<file path="src/logic/pswc_pkg.sv">
// Constants, types and helpers for the power-state and wake controller
// Functional notes
// - One run state D0, two saving states D1, D2; sleeping, only control reg reads.
// - Entering D1 or D2 clears ready until the return to D0 completes.
// - Host writes are ignored after reset or wake until one host read occurs.
// - Any write to the test register in D1/D2 returns to D0, state field 00.
// - State field 01 enters D1; PHY and receive clocks run, others gated.
// - D1 enables frame detection; a detection sets wake status to 10b.
// - D1 frame detection drives wake pin when frame and pin enables set.
// - Wake interrupt status sets on any wake event, pin enable irrelevant.
// - D2 carrier with energy and pin enables drives pin; wake status 01b.
// - Wake status holds while internal event active; host clears by writing 1.
// - Pulse select 1 gives a 50 ms pin pulse; 0 holds the pin active.
// - Pin drops when wake status, matching enable or pin enable is cleared.
// - PHY general power-down bit keeps PHY off; clearing it resets the PHY.
// - Energy power-down with no line energy powers PHY down, no transmit.
// - Energy arrival powers PHY up and sets its energy flag, may interrupt.
// - All configuration is retained across D1 and D2.
// - Ready sets within 2 ms after the wake write.
package pswc_pkg;

  // ----------------------------------------------------------------------
  // Register offsets
  // ----------------------------------------------------------------------
  localparam logic [7:0] PMC_OFS = 8'h00;
  localparam logic [7:0] INTSTS_OFS = 8'h04;
  localparam logic [7:0] INTEN_OFS = 8'h08;
  localparam logic [7:0] WTEST_OFS = 8'h0C;
  localparam logic [7:0] PHYCTL_OFS = 8'h10;
  localparam logic [7:0] PHYMODE_OFS = 8'h14;
  localparam logic [7:0] PHYIRQ_OFS = 8'h18;

  // ----------------------------------------------------------------------
  // Field positions
  // ----------------------------------------------------------------------
  localparam int PMC_READY_BIT = 0;
  localparam int PMC_PINEN_BIT = 1;
  localparam int PMC_PULSE_BIT = 3;
  localparam int PMC_EDEN_BIT = 8;
  localparam int PMC_WOLEN_BIT = 9;
  localparam int PMC_WSTAT_LSB = 12;
  localparam int PMC_PSTATE_LSB = 16;
  localparam int INT_WAKE_BIT = 17;
  localparam int INT_PHY_BIT = 26;
  localparam int PHYCTL_PD_BIT = 11;
  localparam int PHYMODE_EDPD_BIT = 13;
  localparam int PHYIRQ_FLAG_BIT = 1;
  localparam int PHYIRQ_EN_BIT = 9;

  // ----------------------------------------------------------------------
  // Encodings and reset values
  // ----------------------------------------------------------------------
  localparam logic [1:0] PS_D0 = 2'h0;
  localparam logic [1:0] PS_D1 = 2'h1;
  localparam logic [1:0] PS_D2 = 2'h2;
  localparam logic [1:0] WS_ENERGY = 2'h1;
  localparam logic [1:0] WS_FRAME = 2'h2;
  localparam logic [1:0] RESP_OKAY = 2'h0;
  localparam logic [1:0] RESP_SLVERR = 2'h2;
  localparam logic [1:0] WSTAT_RST = 2'h0;
  localparam logic [1:0] INTEN_RST = 2'h0;
  // Arbitrary fixed pattern returned by the wake test register
  localparam logic [31:0] TEST_PATTERN = 32'h5A5A_C3C3;

  // ----------------------------------------------------------------------
  // Timing
  // ----------------------------------------------------------------------
  localparam int unsigned CLK_PERIOD_NS = 10;
  localparam int unsigned WAKE_READY_NS = 2_000_000;
  localparam int unsigned PIN_PULSE_NS = 50_000_000;
  localparam int unsigned WAKE_READY_CYC = WAKE_READY_NS / CLK_PERIOD_NS;
  localparam int unsigned PIN_PULSE_CYC = PIN_PULSE_NS / CLK_PERIOD_NS;

  // ----------------------------------------------------------------------
  // Types
  // ----------------------------------------------------------------------
  typedef enum logic [1:0] {ST_D0, ST_D1, ST_D2, ST_WAKE} pswc_state_t;

  typedef struct packed {
    logic pin_en;
    logic pulse_sel;
    logic energy_en;
    logic frame_en;
  } pswc_wake_cfg_t;

  typedef struct packed {
    logic gen_pd;
    logic edpd;
    logic irq_en;
  } pswc_phy_cfg_t;

  localparam pswc_wake_cfg_t WAKE_CFG_RST = '{default: 1'b0};
  localparam pswc_phy_cfg_t PHY_CFG_RST = '{default: 1'b0};

  function automatic logic is_sleep(input pswc_state_t s);
    return (s == ST_D1) || (s == ST_D2);
  endfunction

  function automatic logic map_ok(input logic [7:0] a);
    return (a == PMC_OFS) || (a == INTSTS_OFS) || (a == INTEN_OFS) ||
           (a == WTEST_OFS) || (a == PHYCTL_OFS) || (a == PHYMODE_OFS) ||
           (a == PHYIRQ_OFS);
  endfunction

endpackage

</file>
<file path="src/logic/pswc_wake_pin.sv">
// Wake-event pin driver with pulsed and static modes
`timescale 1ns/1ps
module pswc_wake_pin import pswc_pkg::*; #(
  parameter int unsigned PULSE_CYC = PIN_PULSE_CYC
) (
  // Clock and reset
  input wire logic aclk,
  input wire logic aresetn,
  // Control
  input wire pswc_wake_cfg_t cfg,
  input wire logic wake_evt,
  // Pin
  output logic wake_pin
);

  logic evt_q, evt_d, pin_q, pin_d;
  logic [31:0] cnt_q, cnt_d;
  logic gated;

  always_comb begin
    gated = wake_evt & cfg.pin_en;
    evt_d = gated;
    cnt_d = (cnt_q != 32'h0) ? cnt_q - 32'h1 : 32'h0;
    if (!gated) begin
      cnt_d = 32'h0;
      pin_d = 1'b0;
    end else if (cfg.pulse_sel) begin
      if (!evt_q) begin
        cnt_d = PULSE_CYC;
      end
      pin_d = (cnt_d != 32'h0);
    end else begin
      pin_d = 1'b1;
    end
  end

  always_ff @(posedge aclk) begin
    if (!aresetn) begin
      evt_q <= 1'b0;
      pin_q <= 1'b0;
      cnt_q <= 32'h0;
    end else begin
      evt_q <= evt_d;
      pin_q <= pin_d;
      cnt_q <= cnt_d;
    end
  end

  assign wake_pin = pin_q;
endmodule // pswc_wake_pin

</file>
<file path="src/logic/pswc_phy_power.sv">
// PHY power-down modes and energy-arrival flag
`timescale 1ns/1ps
module pswc_phy_power import pswc_pkg::*; (
  // Clock and reset
  input wire logic aclk,
  input wire logic aresetn,
  // Control
  input wire pswc_phy_cfg_t cfg,
  input wire logic line_energy,
  input wire logic flag_clr,
  // Status
  output logic energy_present,
  output logic phy_powered,
  output logic phy_auto_reset,
  output logic flag,
  output logic irq
);

  logic en_q, en_d, pw_q, pw_d, pd_q, pd_d, rst_q, rst_d, flag_q, flag_d;

  always_comb begin
    en_d = line_energy;
    // Management interface stays alive in both power-down modes
    pw_d = !cfg.gen_pd && (!cfg.edpd || line_energy);
    pd_d = cfg.gen_pd;
    rst_d = pd_q && !cfg.gen_pd;
    // Energy wake restores prior state, so no reset is issued here
    flag_d = (cfg.edpd && line_energy && !en_q) || (flag_q && !flag_clr);
  end

  always_ff @(posedge aclk) begin
    if (!aresetn) begin
      en_q <= 1'b0;
      pw_q <= 1'b1;
      pd_q <= 1'b0;
      rst_q <= 1'b0;
      flag_q <= 1'b0;
    end else begin
      en_q <= en_d;
      pw_q <= pw_d;
      pd_q <= pd_d;
      rst_q <= rst_d;
      flag_q <= flag_d;
    end
  end

  assign energy_present = en_q;
  assign phy_powered = pw_q;
  assign phy_auto_reset = rst_q;
  assign flag = flag_q;
  assign irq = flag_q && cfg.irq_en;
endmodule // pswc_phy_power

</file>
<file path="src/logic/pswc_ctrl.sv">
// Power-state and wake controller with AXI4-Lite register slave
//
// Added by the designer: the placing of the registers and the AXI4-Lite interface to the registers.
`timescale 1ns/1ps
module pswc_ctrl import pswc_pkg::*; #(
  parameter int unsigned READY_CYC = WAKE_READY_CYC,
  parameter int unsigned PULSE_CYC = PIN_PULSE_CYC
) (
  // Clock and reset
  input wire logic aclk,
  input wire logic aresetn,
  // AXI4-Lite write
  input wire logic [7:0] s_axi_awaddr,
  input wire logic s_axi_awvalid,
  output logic s_axi_awready,
  input wire logic [31:0] s_axi_wdata,
  input wire logic [3:0] s_axi_wstrb,
  input wire logic s_axi_wvalid,
  output logic s_axi_wready,
  output logic [1:0] s_axi_bresp,
  output logic s_axi_bvalid,
  input wire logic s_axi_bready,
  // AXI4-Lite read
  input wire logic [7:0] s_axi_araddr,
  input wire logic s_axi_arvalid,
  output logic s_axi_arready,
  output logic [31:0] s_axi_rdata,
  output logic [1:0] s_axi_rresp,
  output logic s_axi_rvalid,
  input wire logic s_axi_rready,
  // Line side
  input wire logic wake_frame_det,
  input wire logic line_energy,
  // Wake outputs
  output logic wake_pin,
  output logic host_irq,
  // Power control
  output logic [1:0] power_state,
  output logic mac_clk_en,
  output logic hostbus_clk_en,
  output logic rx_pm_clk_en,
  output logic phy_clk_en,
  output logic wake_detect_en,
  output logic phy_powered,
  output logic phy_tx_en,
  output logic phy_auto_reset
);

  // ----------------------------------------------------------------------
  // State
  // ----------------------------------------------------------------------
  pswc_state_t state_q, state_d;
  pswc_wake_cfg_t cfg_q, cfg_d;
  pswc_phy_cfg_t phycfg_q, phycfg_d;
  logic [1:0] pstate_q, pstate_d, wstat_q, wstat_d, inten_q, inten_d;
  logic [31:0] cnt_q, cnt_d, rdata_q, rdata_d, wd, w1c;
  logic ready_q, ready_d, seen_q, seen_d, intw_q, intw_d, irq_q, irq_d;
  logic bvalid_q, bvalid_d, rvalid_q, rvalid_d;
  logic [1:0] bresp_q, bresp_d, rresp_q, rresp_d;
  logic wr_take, rd_take, frame_hit, energy_hit, pme_int, phy_clr;
  logic energy_present, phy_flag, phy_irq;

  function automatic logic [31:0] merge(input logic [31:0] old,
                                        input logic [31:0] nw,
                                        input logic [3:0] strb);
    logic [31:0] r;
    r = old;
    for (int i = 0; i < 4; i++) begin
      if (strb[i]) begin
        r[i*8 +: 8] = nw[i*8 +: 8];
      end
    end
    return r;
  endfunction

  function automatic logic [31:0] reg_value(input logic [7:0] a);
    logic [31:0] v;
    v = 32'h0;
    case (a)
      PMC_OFS: begin
        v[PMC_READY_BIT] = ready_q;
        v[PMC_PINEN_BIT] = cfg_q.pin_en;
        v[PMC_PULSE_BIT] = cfg_q.pulse_sel;
        v[PMC_EDEN_BIT] = cfg_q.energy_en;
        v[PMC_WOLEN_BIT] = cfg_q.frame_en;
        v[PMC_WSTAT_LSB +: 2] = wstat_q;
        v[PMC_PSTATE_LSB +: 2] = pstate_q;
      end
      INTSTS_OFS: begin
        v[INT_WAKE_BIT] = intw_q;
        v[INT_PHY_BIT] = phy_flag;
      end
      INTEN_OFS: begin
        v[INT_WAKE_BIT] = inten_q[0];
        v[INT_PHY_BIT] = inten_q[1];
      end
      WTEST_OFS: v = TEST_PATTERN;
      PHYCTL_OFS: v[PHYCTL_PD_BIT] = phycfg_q.gen_pd;
      PHYMODE_OFS: v[PHYMODE_EDPD_BIT] = phycfg_q.edpd;
      PHYIRQ_OFS: begin
        v[PHYIRQ_FLAG_BIT] = phy_flag;
        v[PHYIRQ_EN_BIT] = phycfg_q.irq_en;
      end
      default: v = 32'h0;
    endcase
    return v;
  endfunction

  // ----------------------------------------------------------------------
  // Bus handshakes
  // ----------------------------------------------------------------------
  // Address and data are taken together, which keeps one decode path
  assign wr_take = s_axi_awvalid && s_axi_wvalid && !bvalid_q;
  assign s_axi_awready = wr_take;
  assign s_axi_wready = wr_take;
  assign rd_take = s_axi_arvalid && !rvalid_q;
  assign s_axi_arready = !rvalid_q;

  // ----------------------------------------------------------------------
  // Next-state logic
  // ----------------------------------------------------------------------
  always_comb begin
    state_d = state_q;
    pstate_d = pstate_q;
    ready_d = ready_q;
    cnt_d = cnt_q;
    seen_d = seen_q;
    cfg_d = cfg_q;
    phycfg_d = phycfg_q;
    inten_d = inten_q;
    phy_clr = 1'b0;
    bvalid_d = bvalid_q && !s_axi_bready;
    bresp_d = bresp_q;
    rvalid_d = rvalid_q && !s_axi_rready;
    rdata_d = rdata_q;
    rresp_d = rresp_q;
    wd = merge(reg_value(s_axi_awaddr), s_axi_wdata, s_axi_wstrb);
    w1c = merge(32'h0, s_axi_wdata, s_axi_wstrb);
    w1c = wr_take && ready_q && seen_q ? w1c : 32'h0;

    // Resume: ready comes back after the settle count
    if (state_q == ST_WAKE) begin
      cnt_d = cnt_q + 32'h1;
      if (cnt_q >= READY_CYC - 32'h1) begin
        state_d = ST_D0;
        ready_d = 1'b1;
        seen_d = 1'b0;
        cnt_d = 32'h0;
      end
    end

    if (rd_take) begin
      rvalid_d = 1'b1;
      seen_d = 1'b1;
      if ((!ready_q && s_axi_araddr != PMC_OFS) || !map_ok(s_axi_araddr)) begin
        rresp_d = RESP_SLVERR;
        rdata_d = 32'h0;
      end else begin
        rresp_d = RESP_OKAY;
        rdata_d = reg_value(s_axi_araddr);
      end
    end

    if (wr_take) begin
      bvalid_d = 1'b1;
      bresp_d = RESP_OKAY;
      if (s_axi_awaddr == WTEST_OFS && is_sleep(state_q)) begin
        state_d = ST_WAKE;
        pstate_d = PS_D0;
        cnt_d = 32'h0;
      end else if (!ready_q || !map_ok(s_axi_awaddr)) begin
        bresp_d = RESP_SLVERR;
      end else if (seen_q) begin
        case (s_axi_awaddr)
          PMC_OFS: begin
            cfg_d.pin_en = wd[PMC_PINEN_BIT];
            cfg_d.pulse_sel = wd[PMC_PULSE_BIT];
            cfg_d.energy_en = wd[PMC_EDEN_BIT];
            cfg_d.frame_en = wd[PMC_WOLEN_BIT];
            // Reserved encoding 11 and 00 leave the state alone
            if (wd[PMC_PSTATE_LSB +: 2] == PS_D1) begin
              state_d = ST_D1;
              pstate_d = PS_D1;
              ready_d = 1'b0;
            end else if (wd[PMC_PSTATE_LSB +: 2] == PS_D2) begin
              // Host has set energy power-down beforehand
              state_d = ST_D2;
              pstate_d = PS_D2;
              ready_d = 1'b0;
            end
          end
          INTEN_OFS: inten_d = {wd[INT_PHY_BIT], wd[INT_WAKE_BIT]};
          PHYCTL_OFS: phycfg_d.gen_pd = wd[PHYCTL_PD_BIT];
          PHYMODE_OFS: phycfg_d.edpd = wd[PHYMODE_EDPD_BIT];
          PHYIRQ_OFS: begin
            phycfg_d.irq_en = wd[PHYIRQ_EN_BIT];
            phy_clr = w1c[PHYIRQ_FLAG_BIT];
          end
          default: begin
          end
        endcase
      end
    end
  end

  // ----------------------------------------------------------------------
  // Wake status and interrupt
  // ----------------------------------------------------------------------
  always_comb begin
    frame_hit = (state_q == ST_D1) && wake_frame_det;
    energy_hit = (state_q == ST_D2) && energy_present;
    // A detection in the clearing cycle wins over the clear
    wstat_d = wstat_q;
    if (wr_take && s_axi_awaddr == PMC_OFS) begin
      wstat_d = wstat_q & ~w1c[PMC_WSTAT_LSB +: 2];
    end
    wstat_d = wstat_d | (frame_hit ? WS_FRAME : 2'h0)
                      | (energy_hit ? WS_ENERGY : 2'h0);
    intw_d = pme_int;
    if (!(wr_take && s_axi_awaddr == INTSTS_OFS && w1c[INT_WAKE_BIT])) begin
      intw_d = intw_d || intw_q;
    end
    irq_d = (intw_q && inten_q[0]) || (phy_irq && inten_q[1]);
  end

  assign pme_int = (wstat_q[1] && cfg_q.frame_en) ||
                   (wstat_q[0] && cfg_q.energy_en);

  // ----------------------------------------------------------------------
  // Registers
  // ----------------------------------------------------------------------
  // Configuration is never touched by sleep entry or exit
  always_ff @(posedge aclk) begin
    if (!aresetn) begin
      state_q <= ST_D0;
      pstate_q <= PS_D0;
      ready_q <= 1'b1;
      cnt_q <= 32'h0;
      seen_q <= 1'b0;
      cfg_q <= WAKE_CFG_RST;
      phycfg_q <= PHY_CFG_RST;
      inten_q <= INTEN_RST;
      wstat_q <= WSTAT_RST;
      intw_q <= 1'b0;
      irq_q <= 1'b0;
      bvalid_q <= 1'b0;
      bresp_q <= RESP_OKAY;
      rvalid_q <= 1'b0;
      rdata_q <= 32'h0;
      rresp_q <= RESP_OKAY;
    end else begin
      state_q <= state_d;
      pstate_q <= pstate_d;
      ready_q <= ready_d;
      cnt_q <= cnt_d;
      seen_q <= seen_d;
      cfg_q <= cfg_d;
      phycfg_q <= phycfg_d;
      inten_q <= inten_d;
      wstat_q <= wstat_d;
      intw_q <= intw_d;
      irq_q <= irq_d;
      bvalid_q <= bvalid_d;
      bresp_q <= bresp_d;
      rvalid_q <= rvalid_d;
      rdata_q <= rdata_d;
      rresp_q <= rresp_d;
    end
  end

  // ----------------------------------------------------------------------
  // Sub-blocks and outputs
  // ----------------------------------------------------------------------
  pswc_wake_pin #(.PULSE_CYC(PULSE_CYC)) u_pin (
    .aclk(aclk),
    .aresetn(aresetn),
    .cfg(cfg_q),
    .wake_evt(pme_int),
    .wake_pin(wake_pin)
  );

  pswc_phy_power u_phy (
    .aclk(aclk),
    .aresetn(aresetn),
    .cfg(phycfg_q),
    .line_energy(line_energy),
    .flag_clr(phy_clr),
    .energy_present(energy_present),
    .phy_powered(phy_powered),
    .phy_auto_reset(phy_auto_reset),
    .flag(phy_flag),
    .irq(phy_irq)
  );

  assign s_axi_bvalid = bvalid_q;
  assign s_axi_bresp = bresp_q;
  assign s_axi_rvalid = rvalid_q;
  assign s_axi_rdata = rdata_q;
  assign s_axi_rresp = rresp_q;
  assign host_irq = irq_q;
  assign power_state = pstate_q;
  // D1 keeps PHY and receive wake logic clocked; D2 stops all four clocks, the PHY clock included
  assign mac_clk_en = !is_sleep(state_q);
  assign hostbus_clk_en = !is_sleep(state_q);
  assign rx_pm_clk_en = state_q != ST_D2;
  assign phy_clk_en = state_q != ST_D2;
  assign wake_detect_en = state_q == ST_D1;
  assign phy_tx_en = phy_powered;
endmodule // pswc_ctrl

</file>
<file path="config.mk">
export PLATFORM = sky130hd
export DESIGN_NAME = pswc_ctrl
export DESIGN_NICKNAME = d
export VERILOG_FILES = /design/src/logic/pswc_pkg.sv /design/src/logic/pswc_wake_pin.sv /design/src/logic/pswc_phy_power.sv /design/src/logic/pswc_ctrl.sv
export SDC_FILE = /design/constraint.sdc
export NUM_CORES = 1
export LEC_CHECK = 0
export BUFFER_PORTS_ARGS = -buffer_cell sky130_fd_sc_hd__buf_4
export CORE_ASPECT_RATIO = 1.1
export CORE_MARGIN = 3
export CORE_UTILIZATION = 49
export CTS_CLUSTER_SIZE = 14
export DETAILED_ROUTE_END_ITERATION = 10
export PLACE_DENSITY = 0.77
export SYNTH_ARGS = -nofsm -noshare
export SYNTH_HDL_FRONTEND = slang
export SYNTH_SLANG_ARGS = --single-unit
export TNS_END_PERCENT = 5
</file>
<file path="constraint.sdc">
create_clock -name aclk -period 2.7 [get_ports aclk]
set_clock_uncertainty 0.2 [all_clocks]
set_input_delay 0.27 -clock aclk [delete_from_list [all_inputs] [get_ports aclk]]
set_output_delay 0.27 -clock aclk [all_outputs]
set_load 0.02 [all_outputs]
</file>
==> run summary, run 1 <==
status = finished, violations left
failing checks = negative setup slack
first-pass GRT wire length = 20690 µm
main area contributors after synthesis = dfxtp_1 41%, nor2_1 6.5%, xor2_1 3.9%
post-synthesis cell type count = 56
Layout Nets = 792
post-synthesis sequential area ratio = 41.44%
GP Congestion = 0.9396
hold crit path type = in2reg
Buffers on Ports = 79
worst vdd ir = 0.0004374 V
Starting Density = 51.05%
GRT Overall Usage = 21.78%
# Max-Cap Violations = 0
DIE AREA = 11720 µm²
slew margin rel. = 60.86%
Netlist Area Pre-Place = 5121 µm²
clock buffer depth = 2
Chip Width = 103.5 µm
initial antenna violation count = 0
grt met3 use = 4.439%
antenna cells = 0
area grow syn2layout = 26.00%
cells after synthesis = 616
die span in y = 113.2 µm
clk root buf = clkbuf_8
YS warnings = 0
CTS buffer count = 9
most common cell in the synthesized netlist = dfxtp_1
endpoints failing hold = 0
Setup Crit Path Kind = reg2reg
total power = 0.002704 W
Layout Utilization = 64.32%
M1 GR Usage = 26.97%
syn avg cell area = 8.314 µm²
Main synth FF type = dfxtp_1
gr ovfl total = 0
setup violators final = 1
worst-skew pair later-pin latency = 0.38 ns
Slew Limit Fails = 0
Post-synth top cells = 106 x dfxtp_1, 89 x nor2_1, 46 x nand2_1
layout cells sized above 1 = 24.35%
grt met2 use = 36.22%
part of the cycle the worst path needs = 106.4%
IO Pins = 114
power per cell area = 419.0 nW/µm²
Clock Pin Slew Worst Setup and Hold Paths = 0.10 ns
final worst setup slack = -0.1721 ns
Synth Register Bits = 106
RSZ-0062 raised after global routing = yes
area leader, netlist = dfxtp_1
vias in the first global route = 4617
H-tree depth = 3
wire per inst = 14.39 µm
drt initial violations = 201
# clock sinks = 106
f_max = 348.2 MHz
Inst Count DP = 842
DR pass1 iterations = 5
type of origin of the critical path = register
Via Count = 4692
routed wire length = 12530 µm
Leak = 2.767 nW
largest net degree at the start of global routing = 42
CP max FO = 3
Hold WS = 0.02231 ns
Non-Filler Instances = 871
Yosys top cell area share = 41.44%
CTS tree = done
fin crit period = 2.872 ns
DR DRC count = 0
detailed placement HPWL = 9312 µm
core area = 10030 µm²
Worst setup EP type = register
Routed Antenna Nets = 0
CP Data Arrival Time = 2.98 ns
worst-margin pin slew = 0.5826 ns
layer with the highest usage = met2
FP Rows = 38
Vias/cell = 5.387
Req. time, crit path = 2.81 ns
Post-synth EDFFs = 0
async set-reset flop share out of synthesis = 0%
[kinds of logic after synthesis]
| family | synth area share (%) |
|---|---|
| fa+ha+maj | 1.222 |
| mux | 1.979 |
| buf+inv | 6.914 |
| flops | 41.44 |
| simple gates | 28.39 |
| xor+xnor | 6.841 |
| compound gates | 13.15 |
| other cells | 0.07323 |
[metrics by stage]
| step | instance area, µm² | setup TNS, ns | setup slack (ns) |
|---|---|---|---|
| floorplan | 5171 | -3.921 | -0.2268 |
| global route | 6452 | -0.2480 | -0.2396 |
| detailed placement | 6022 | -0.4414 | -0.2562 |
| finish | 6452 | -0.1721 | -0.1721 |
| global placement | 6022 | -0.1416 | -0.1365 |
| CTS | 6404 | -0.1138 | -0.1138 |
[metal layers]
metal  part of all wire [%]  wire length, µm
met1                     42             5297
met2                     50             6219
met3                    5.4              674
met4                    2.7              339
met5                      0                0
[worst max-delay path, cell delays in order, from the launching register on]
cell,delay [ns]
dfxtp_2,0.33
or3_4,0.38
or3_4,0.34
or4_4,0.55
or4_4,0.50
nor4bb_2,0.18
a31o_1,0.19
a41oi_2,0.13
[cell type report]
cell class	instances	area (µm²)
fillers	830	3580
multi-input cells	453	2789
flip-flops and latches	106	2126
repair buffers	143	1120
well taps	140	175.2
clock buffers	11	151.4
inverters	13	48.80
clock inverters	5	42.54
[path summary, 6_finish.rpt]
check	cells after the start	slack (ns)	startpoint	endpoint
max	7	-0.17	u_pin.cnt_q[16]	u_pin.wake_pin
min	3	0.02	s_axi_araddr[2]	s_axi_rdata[13]
max reg2reg	7	-0.17	u_pin.cnt_q[16]	u_pin.wake_pin
min reg2reg	2	0.23	u_phy.pd_q	u_phy.phy_auto_reset
[sequential cells by signal, indices dropped and copies added, names as in the netlist]
signal / flops
phycfg_q: 3
host_irq: 1
s_axi_bresp: 1
wstat_q: 2
state_q: 2
ready_q: 1
u_phy.phy_powered: 1
s_axi_rresp: 1
power_state: 2
s_axi_rvalid: 1
u_pin.wake_pin: 1
u_phy.energy_present: 1
s_axi_rdata: 12
intw_q: 1
u_phy.flag: 1
cnt_q: 32
u_pin.evt_q: 1
cfg_q: 4
u_phy.pd_q: 1
s_axi_bvalid: 1
u_phy.phy_auto_reset: 1
u_pin.cnt_q: 32
seen_q: 1
inten_q: 2
[timing repair]
action / 4_1_cts / 5_1_grt
hold buffers: 12 / 0
endpoints found under the hold margin: 12 / 0
setup buffers: 1 / 0
endpoints found under the setup margin: 2 / 14
gates resized for setup: 12 / 12
pin swaps: 6 / 3
[where the power goes]
group / switching [W] / internal (W)
sequential: 0.00000463 / 0.00157
clock: 0.000551 / 0.000398
combinational: 0.0000952 / 0.0000866
[cells in the final DEF (no fill, tap or decap), drive strengths merged, types with 6 or more instances in the layout]
cell type and n:
or3 12, xnor2 17, buf 131, clkbuf 11
nor4 17, dfxtp 106, nand2 46, conb 12
inv 16, a22oi 12, nand4 8, and2 6
a21boi 11, a21oi 24, or4 11, o31ai 6
and3 9, dlygate4sd3 12, nand3 17, or2 7
mux2i 9, nor2 89, o21ai 8, nor3 19
a31oi 11, nor2b 24, xor2 23, nand2b 8
(Power assumes the default switching activity.)
==> run 2, diff against run 1 <==
--- a/config.mk
+++ b/config.mk
@@ -5,13 +5,14 @@
 export SDC_FILE = /design/constraint.sdc
 export NUM_CORES = 1
 export LEC_CHECK = 0
+export ABC_AREA = 1
 export BUFFER_PORTS_ARGS = -buffer_cell sky130_fd_sc_hd__buf_4
 export CORE_ASPECT_RATIO = 1.1
 export CORE_MARGIN = 3
-export CORE_UTILIZATION = 49
+export CORE_UTILIZATION = 50
 export CTS_CLUSTER_SIZE = 14
 export DETAILED_ROUTE_END_ITERATION = 10
-export PLACE_DENSITY = 0.77
+export PLACE_DENSITY = 0.78
 export SYNTH_ARGS = -nofsm -noshare
 export SYNTH_HDL_FRONTEND = slang
 export SYNTH_SLANG_ARGS = --single-unit
==> run 2 against run 1 <==
- the flow finishes with violations (negative hold slack)
- critical path type unchanged
- fmax increased by 17%
- sequential share of layout area decreased by 1.1 points
- synthesized cell count increased by 38%
- worst hold slack got worse by 0.024 ns
- combinational power increased by 2%
- global-route usage increased by 1.0 points
- cell count increased by 24%
- power increased by 18%
- register-to-register slack improved by 0.41 ns
==> run summary, run 2 <==
internal power = 0.002486 W (was 0.002053 W)
DR pass1 iterations = 5 (unchanged)
GRT Overall Usage = 22.83% (was 21.78%)
Routed Antenna Nets = 0 (unchanged)
Clock Pin Slew Worst Setup and Hold Paths = 0.07 ns (was 0.10 ns)
Non-Filler Instances = 1076 (was 871)
layout cells sized above 1 = 15.07% (was 24.35%)
failing checks = negative hold slack (was negative setup slack)
worst-margin pin slew = 0.5728 ns (was 0.5826 ns)
die span in y = 117.7 µm (was 113.2 µm)
setup TNS = 0 ns (was -0.1721 ns)
DP Area = 6280 µm² (was 6022 µm²)
IO Pins = 114 (unchanged)
clk root buf = clkbuf_16 (was clkbuf_8)
async set-reset flop share out of synthesis = 0% (unchanged)
worst-skew pair later-pin latency = 0.36 ns (was 0.38 ns)
Netlist Area Pre-Place = 5667 µm² (was 5121 µm²)
Worst Setup SP = u_pin.cnt_q[0] (was u_pin.cnt_q[16])
CP Data Arrival Time = 2.52 ns (was 2.98 ns)
Worst path max stage delay = 0.31 ns (was 0.55 ns)
commonest non-fill, non-tap cell in the layout = nand2_1 (was buf_4)
# clock sinks = 106 (unchanged)
Yosys top cell area share = 37.45% (was 41.44%)
drt initial violations = 342 (was 201)
main area contributors after synthesis = dfxtp_1 37%, nand2_1 13%, nor2_1 8.8% (was dfxtp_1 41%, nor2_1 6.5%, xor2_1 3.9%)
final worst setup slack = 0.2384 ns (was -0.1721 ns)
Layout Nets = 990 (was 792)
post-place setup slack = 0.2493 ns (was -0.2562 ns)
CTS resizes = 0 (was 12)
detailed placement HPWL = 10690 µm (was 9312 µm)
first-pass GRT wire length = 23690 µm (was 20690 µm)
Comb power frac = 5.8% (was 6.7%)
Buffers on Ports = 79 (unchanged)
Worst setup EP type = register (unchanged)
routed wire length = 14190 µm (was 12530 µm)
Slowest-stage cell, CP = dfxtp_1 (was or4_4)
Setup Crit Path Kind = reg2reg (unchanged)
worst vdd ir = 0.0003232 V (was 0.0004374 V)
RSZ-0062 raised after global routing = no (was yes)
post-synthesis cell type count = 43 (was 56)
most common cell in the synthesized netlist = nand2_1 (was dfxtp_1)
Post-synth EDFFs = 0 (unchanged)
wire per inst = 13.18 µm (was 14.39 µm)
endpoints failing hold = 1 (was 0)
Post-synth top cells = 203 x nand2_1, 133 x nor2_1, 106 x dfxtp_1 (was 106 x dfxtp_1, 89 x nor2_1, 46 x nand2_1)
gr ovfl total = 0 (unchanged)
FP Rows = 40 (was 38)
Layout Utilization = 60.49% (was 64.32%)
post-synthesis sequential area ratio = 37.45% (was 41.44%)
f_max = 406.2 MHz (was 348.2 MHz)
vias in the first global route = 5034 (was 4617)
DR DRC count = 0 (unchanged)
CTS tree = done (unchanged)
power per cell area = 477.9 nW/µm² (was 419.0 nW/µm²)
part of the cycle the worst path needs = 91.17% (was 106.4%)
antenna cells = 0 (unchanged)
CP max FO = 21 (was 3)
area grow syn2layout = 17.53% (was 26.00%)
slew margin rel. = 61.72% (was 60.86%)
DIE AREA = 12650 µm² (was 11720 µm²)
Vias/cell = 5.160 (was 5.387)
syn avg cell area = 6.667 µm² (was 8.314 µm²)
fin crit period = 2.462 ns (was 2.872 ns)
Inst Count DP = 1054 (was 842)
CTS buffer count = 9 (unchanged)
Req. time, crit path = 2.76 ns (was 2.81 ns)
fin area = 6660 µm² (was 6452 µm²)
H-tree depth = 3 (unchanged)
Hold WS = -0.001869 ns (was 0.02231 ns)
initial antenna violation count = 0 (unchanged)
Leak = 2.991 nW (was 2.767 nW)
register area = 2122 µm² (was 2126 µm²)
Reg-to-Reg Start = u_pin.cnt_q[0] (was u_pin.cnt_q[16])
setup violators final = 0 (was 1)
Starting Density = 51.47% (was 51.05%)
GP Congestion = 0.9311 (was 0.9396)
most frequent cells in the layout = 203 x nand2_1, 133 x nor2_1, 106 x dfxtp_1, 93 x inv_1, 88 x buf_4 (was 129 x buf_4, 103 x dfxtp_1, 88 x nor2_1, 44 x nand2_1)
cells after synthesis = 850 (was 616)
Reg power frac = 49.5% (was 58.2%)
hold crit path type = in2reg (unchanged)
core area = 11010 µm² (was 10030 µm²)
Via Count = 5552 (was 4692)
hold_sp = s_axi_wdata[13] (was s_axi_araddr[2])
clock buffer depth = 2 (unchanged)
Multi-input gate area = 2934 µm² (was 2789 µm²)
clock share of power = 44.7% (was 35.1%)
Chip Width = 107.5 µm (was 103.5 µm)
area leader, netlist = dfxtp_1 (unchanged)
YS warnings = 0 (unchanged)
Slew Limit Fails = 0 (unchanged)
postcts setup bufs = 0 (was 1)
type of origin of the critical path = register (unchanged)
P_sw = 0.0006973 W (was 0.0006511 W)
# Max-Cap Violations = 0 (unchanged)
Main synth FF type = dfxtp_1 (unchanged)
CP Cell Sequence = inv_1 > ha_1 > nand2_4 > nor2_8 > nand2_4 > inv_2 > nand2_2 > nand2_2 > nand2_1 > nor2_1 > nand3_1 > nor2_1 > nand3_1 > nand2_1 > inv_1 (was or3_4 > or3_4 > or4_4 > or4_4 > nor4bb_2 > a31o_1 > a41oi_2)
status = finished, violations left (unchanged)
largest net degree at the start of global routing = 32 (was 42)
Synth Register Bits = 106 (unchanged)
fillers = 1054 (was 830)
Switching Fraction = 21.91% (was 24.08%)
==> run 2: per-stage QoR <==
| step | hold slack [ns] | power, W |
|---|---|---|
| after CTS | 0.003334 | 0.003207 |
| final | -0.001869 | 0.003183 |
| after global routing | 0.01879 | 0.003294 |
| after detailed placement | 0.2099 | 0.001789 |
| after global placement | 0.2079 | 0.001787 |
| after floorplan | 0.1676 | 0.001720 |
==> run 2: power groups by stage <==
stage	clock, W	combinational (W)	sequential [W]
floorplan	0	0.000104	0.00162
global placement	0	0.000176	0.00161
detailed placement	0	0.000177	0.00161
CTS	0.00145	0.000185	0.00158
global route	0.00152	0.000203	0.00158
finish	0.00142	0.000186	0.00158
==> run 2: area by class of cell <==
class | count | area share [%]
Multi-Input combinational cell | 612 | 44.05
Clock buffer | 12 | 3.701
Timing Repair Buffer | 94 | 10.82
Tap cell | 147 | 2.762
Inverter | 101 | 5.692
Sequential cell | 106 | 31.86
Clock inverter | 4 | 1.108
==> run 2: repair_timing <==
action,4_1_cts,5_1_grt
setup endpoints to repair,0,0
hold buffers,6,0
hold endpoints to repair,7,0
==> run 2: metal layers <==
layer | GRT usage [%] | wire [µm]
met1 | 29.67 | 6222
met2 | 37.21 | 6727
met3 | 4.717 | 913
met4 | 8.366 | 322
met5 | 0 | 0
==> run 2: cell families after synthesis <==
group / count (synthesis) / share of synthesized area, %
other: 1 / 0.06618
AND/OR/NAND/NOR: 481 / 37.73
AO/OA/AOI/OAI: 104 / 10.60
flip-flops: 106 / 37.45
adder cells (fa/ha/maj): 5 / 1.104
buffers and inverters: 143 / 11.50
XOR/XNOR: 10 / 1.546
==> run 2: worst paths after layout <==
kind	end	slack, ns	cells past startpoint
setup / recovery	u_pin.wake_pin	0.24	15
hold / removal	phycfg_q[1]	-0.002	3
setup reg to reg	u_pin.wake_pin	0.24	15
hold reg to reg	u_phy.phy_auto_reset	0.22	2
==> run 2: worst max-delay path, delay by kind of cell (launching register included) <==
family                     cells  cell delay [ns]
adders and majority gates      1             0.28
DFF                            1             0.31
buffers and inverters          3             0.19
and+or+nand+nor               11             1.36
==> run 3, diff against run 2 <==
--- a/config.mk
+++ b/config.mk
@@ -7,7 +7,7 @@
 export LEC_CHECK = 0
 export ABC_AREA = 1
 export BUFFER_PORTS_ARGS = -buffer_cell sky130_fd_sc_hd__buf_4
-export CORE_ASPECT_RATIO = 1.1
+export CORE_ASPECT_RATIO = 0.8
 export CORE_MARGIN = 3
 export CORE_UTILIZATION = 50
 export CTS_CLUSTER_SIZE = 14
==> run 3 against run 2 <==
- the run now ends clean
- power down 1.5%
- combinational power about the same
- register-to-register slack better by 0.14 ns
- setup slack better by 0.14 ns
- non-clock buffer count down 1
- clock power down 3%
- global-route usage down 0.49 points
- worst hold slack better by 0.015 ns
- routed wire length down 1.4%
- critical path depth down 2
- count of clock-buffer cells in the layout down 3
- via count up 0.54%
==> run summary, run 3 (synthesis gave the netlist of run 2 again) <==
Reg2Reg Setup Slack = 0.38 ns (was 0.24 ns)
setup TNS = 0 ns (unchanged)
most frequent cells in the layout = 203 x nand2_1, 133 x nor2_1, 106 x dfxtp_1, 93 x inv_1, 88 x buf_4 (unchanged)
Req. time, crit path = 2.76 ns (about the same)
reg2reg path depth = 13 (was 15)
Layout Nets = 989 (was 990)
endpoints failing hold = 0 (was 1)
antenna cells = 0 (unchanged)
register area = 2122 µm² (unchanged)
core area = 10980 µm² (was 11010 µm²)
CP max FO = 8 (was 21)
CTS tree = done (unchanged)
fillers = 1034 (was 1054)
Routed Antenna Nets = 0 (unchanged)
total power = 0.003135 W (was 0.003183 W)
Leak = 2.984 nW (was 2.991 nW)
fin crit period = 2.322 ns (was 2.462 ns)
slew margin rel. = 58.30% (was 61.72%)
first-pass GRT wire length = 23490 µm (was 23690 µm)
area grow syn2layout = 17.35% (was 17.53%)
Multi-input gate area = 2939 µm² (was 2934 µm²)
reg2reg end = u_pin.wake_pin (unchanged)
vias in the first global route = 5057 (was 5034)
layout cells sized above 1 = 15.30% (was 15.07%)
Chip Width = 125.0 µm (was 107.5 µm)
detailed placement HPWL = 10520 µm (was 10690 µm)
CTS buffer count = 9 (unchanged)
drt initial violations = 577 (was 342)
gr ovfl total = 0 (unchanged)
routed wire length = 13990 µm (was 14190 µm)
H-tree depth = 3 (unchanged)
power per cell area = 471.4 nW/µm² (was 477.9 nW/µm²)
IO Pins = 114 (unchanged)
worst-margin pin slew = 0.6240 ns (was 0.5728 ns)
f_max = 430.7 MHz (was 406.2 MHz)
Vias/cell = 5.207 (was 5.160)
setup violators final = 0 (unchanged)
Worst setup EP type = register (unchanged)
most frequent CP cell = nor2_1
# clock sinks = 106 (unchanged)
commonest non-fill, non-tap cell in the layout = nand2_1 (unchanged)
# Max-Cap Violations = 0 (unchanged)
clk root buf = clkbuf_16 (unchanged)
Reg-to-Reg Start = u_pin.cnt_q[0] (unchanged)
Starting Density = 51.63% (was 51.47%)
Worst path max stage delay = 0.35 ns (was 0.31 ns)
die span in y = 101.2 µm (was 117.7 µm)
hold crit path type = in2reg (unchanged)
Layout Utilization = 60.59% (was 60.49%)
clock buffer depth = 2 (unchanged)
DIE AREA = 12660 µm² (was 12650 µm²)
wire per inst = 13.05 µm (was 13.18 µm)
CP Data Arrival Time = 2.38 ns (was 2.52 ns)
worst vdd ir = 0.0002934 V (was 0.0003232 V)
CP Cell Sequence = inv_1 > ha_1 > nand2_4 > nor2_8 > nand2_4 > nor2_2 > nor2_1 > nor2_1 > nand3_1 > nor2_1 > nand3_1 > nand2_1 > inv_1 (was inv_1 > ha_1 > nand2_4 > nor2_8 > nand2_4 > inv_2 > nand2_2 > nand2_2 > nand2_1 > nor2_1 > nand3_1 > nor2_1 > nand3_1 > nand2_1 > inv_1)
Via Count = 5582 (was 5552)
Worst Setup SP = u_pin.cnt_q[0] (unchanged)
DR pass1 iterations = 5 (unchanged)
initial antenna violation count = 0 (unchanged)
worst-skew pair later-pin latency = 0.35 ns (was 0.36 ns)
type of origin of the critical path = register (unchanged)
status = complete, no violations (was finished, violations left)
GRT Overall Usage = 22.34% (was 22.83%)
largest net degree at the start of global routing = 25 (was 32)
RSZ-0062 raised after global routing = no (unchanged)
Clock Pin Slew Worst Setup and Hold Paths = 0.08 ns (was 0.07 ns)
Critical path destination = u_pin.wake_pin (unchanged)
Slew Limit Fails = 0 (unchanged)
Buffers on Ports = 79 (unchanged)
Setup Crit Path Kind = reg2reg (unchanged)
DR DRC count = 0 (unchanged)
GP Congestion = 0.9668 (was 0.9311)
Slowest-stage cell, CP = nor2_2 (was dfxtp_1)
part of the cycle the worst path needs = 85.99% (was 91.17%)
FP Rows = 34 (was 40)
[run 3: cell count changes in the layout (fill, tap and decap cells not counted), sizes merged]
cell,previous run,this run
clkbuf,12,9
bufinv,2,0
clkinv,3,4
inv,100,104
dlygate4sd3,6,5
[run 3: timing repair]
item,4_1_cts,5_1_grt
gates resized for setup,0,1
setup buffers,0,0
hold endpoints to repair,5,0
setup endpoints to repair,0,1
hold buffers,5,0
[run 3: stage by stage]
| stage | setup slack (ns) | hold WS [ns] | instance area, µm² | instances |
|---|---|---|---|---|
| after floorplan | 0.7142 | 0.1676 | 5708 | 861 |
| after global placement | 0.2827 | 0.2060 | 6276 | 1051 |
| after detailed placement | 0.2704 | 0.2091 | 6276 | 1051 |
| after CTS | 0.2601 | 0.0001995 | 6645 | 1072 |
| after global routing | 0.08942 | 0.009858 | 6650 | 1072 |
| final | 0.3782 | 0.01267 | 6650 | 1072 |
[run 3: final cells by class]
type	instances	area share, %
multi-input cells	612	44.20
flip-flops and latches	106	31.91
repair buffers	93	10.69
inverters	101	5.701
clock buffers	9	3.387
well taps	144	2.709
clock inverters	7	1.411
[run 3: worst max-delay path: cells and delay by family (launching register included)]
family                   cells  cell delay [ns]
adder cells (fa/ha/maj)      1             0.28
buffers and inverters        2             0.14
flip-flops                   1             0.31
AND/OR/NAND/NOR             10             1.28
[run 3: per-layer routing]
layer | up-vias | GRT usage [%] | wire, µm | part of all wire (%)
met2 | 211 | 36.06 | 6196 | 44
met4 | 0 | 5.833 | 246 | 1.8
met1 | 2490 | 30.94 | 6454 | 46
li1 | 2856 | - | - | -
met3 | 25 | 4.533 | 1096 | 7.8
met5 | - | 0 | 0 | 0
[run 3: worst min path at each step]
stage | from | to | slack (ns) | cells after the start
detailed placement | u_phy.pd_q | u_phy.phy_auto_reset | 0.21 | 2
global route | s_axi_wdata[8] | cfg_q[1] | 0.01 | 3
CTS | s_axi_wdata[13] | phycfg_q[1] | 0.0002 | 3
finish | s_axi_wdata[8] | cfg_q[1] | 0.01 | 3
global placement | u_phy.pd_q | u_phy.phy_auto_reset | 0.21 | 2
floorplan | line_energy | u_phy.energy_present | 0.17 | 2
[run 3: where the power goes]
group	internal [W]	switching (W)	leakage, nW	total (W)
clock network	0.000681	0.000696	0.154	0.00138
registers	0.00157	0.00000526	0.855	0.00157
logic	0.0000735	0.000110	1.97	0.000184
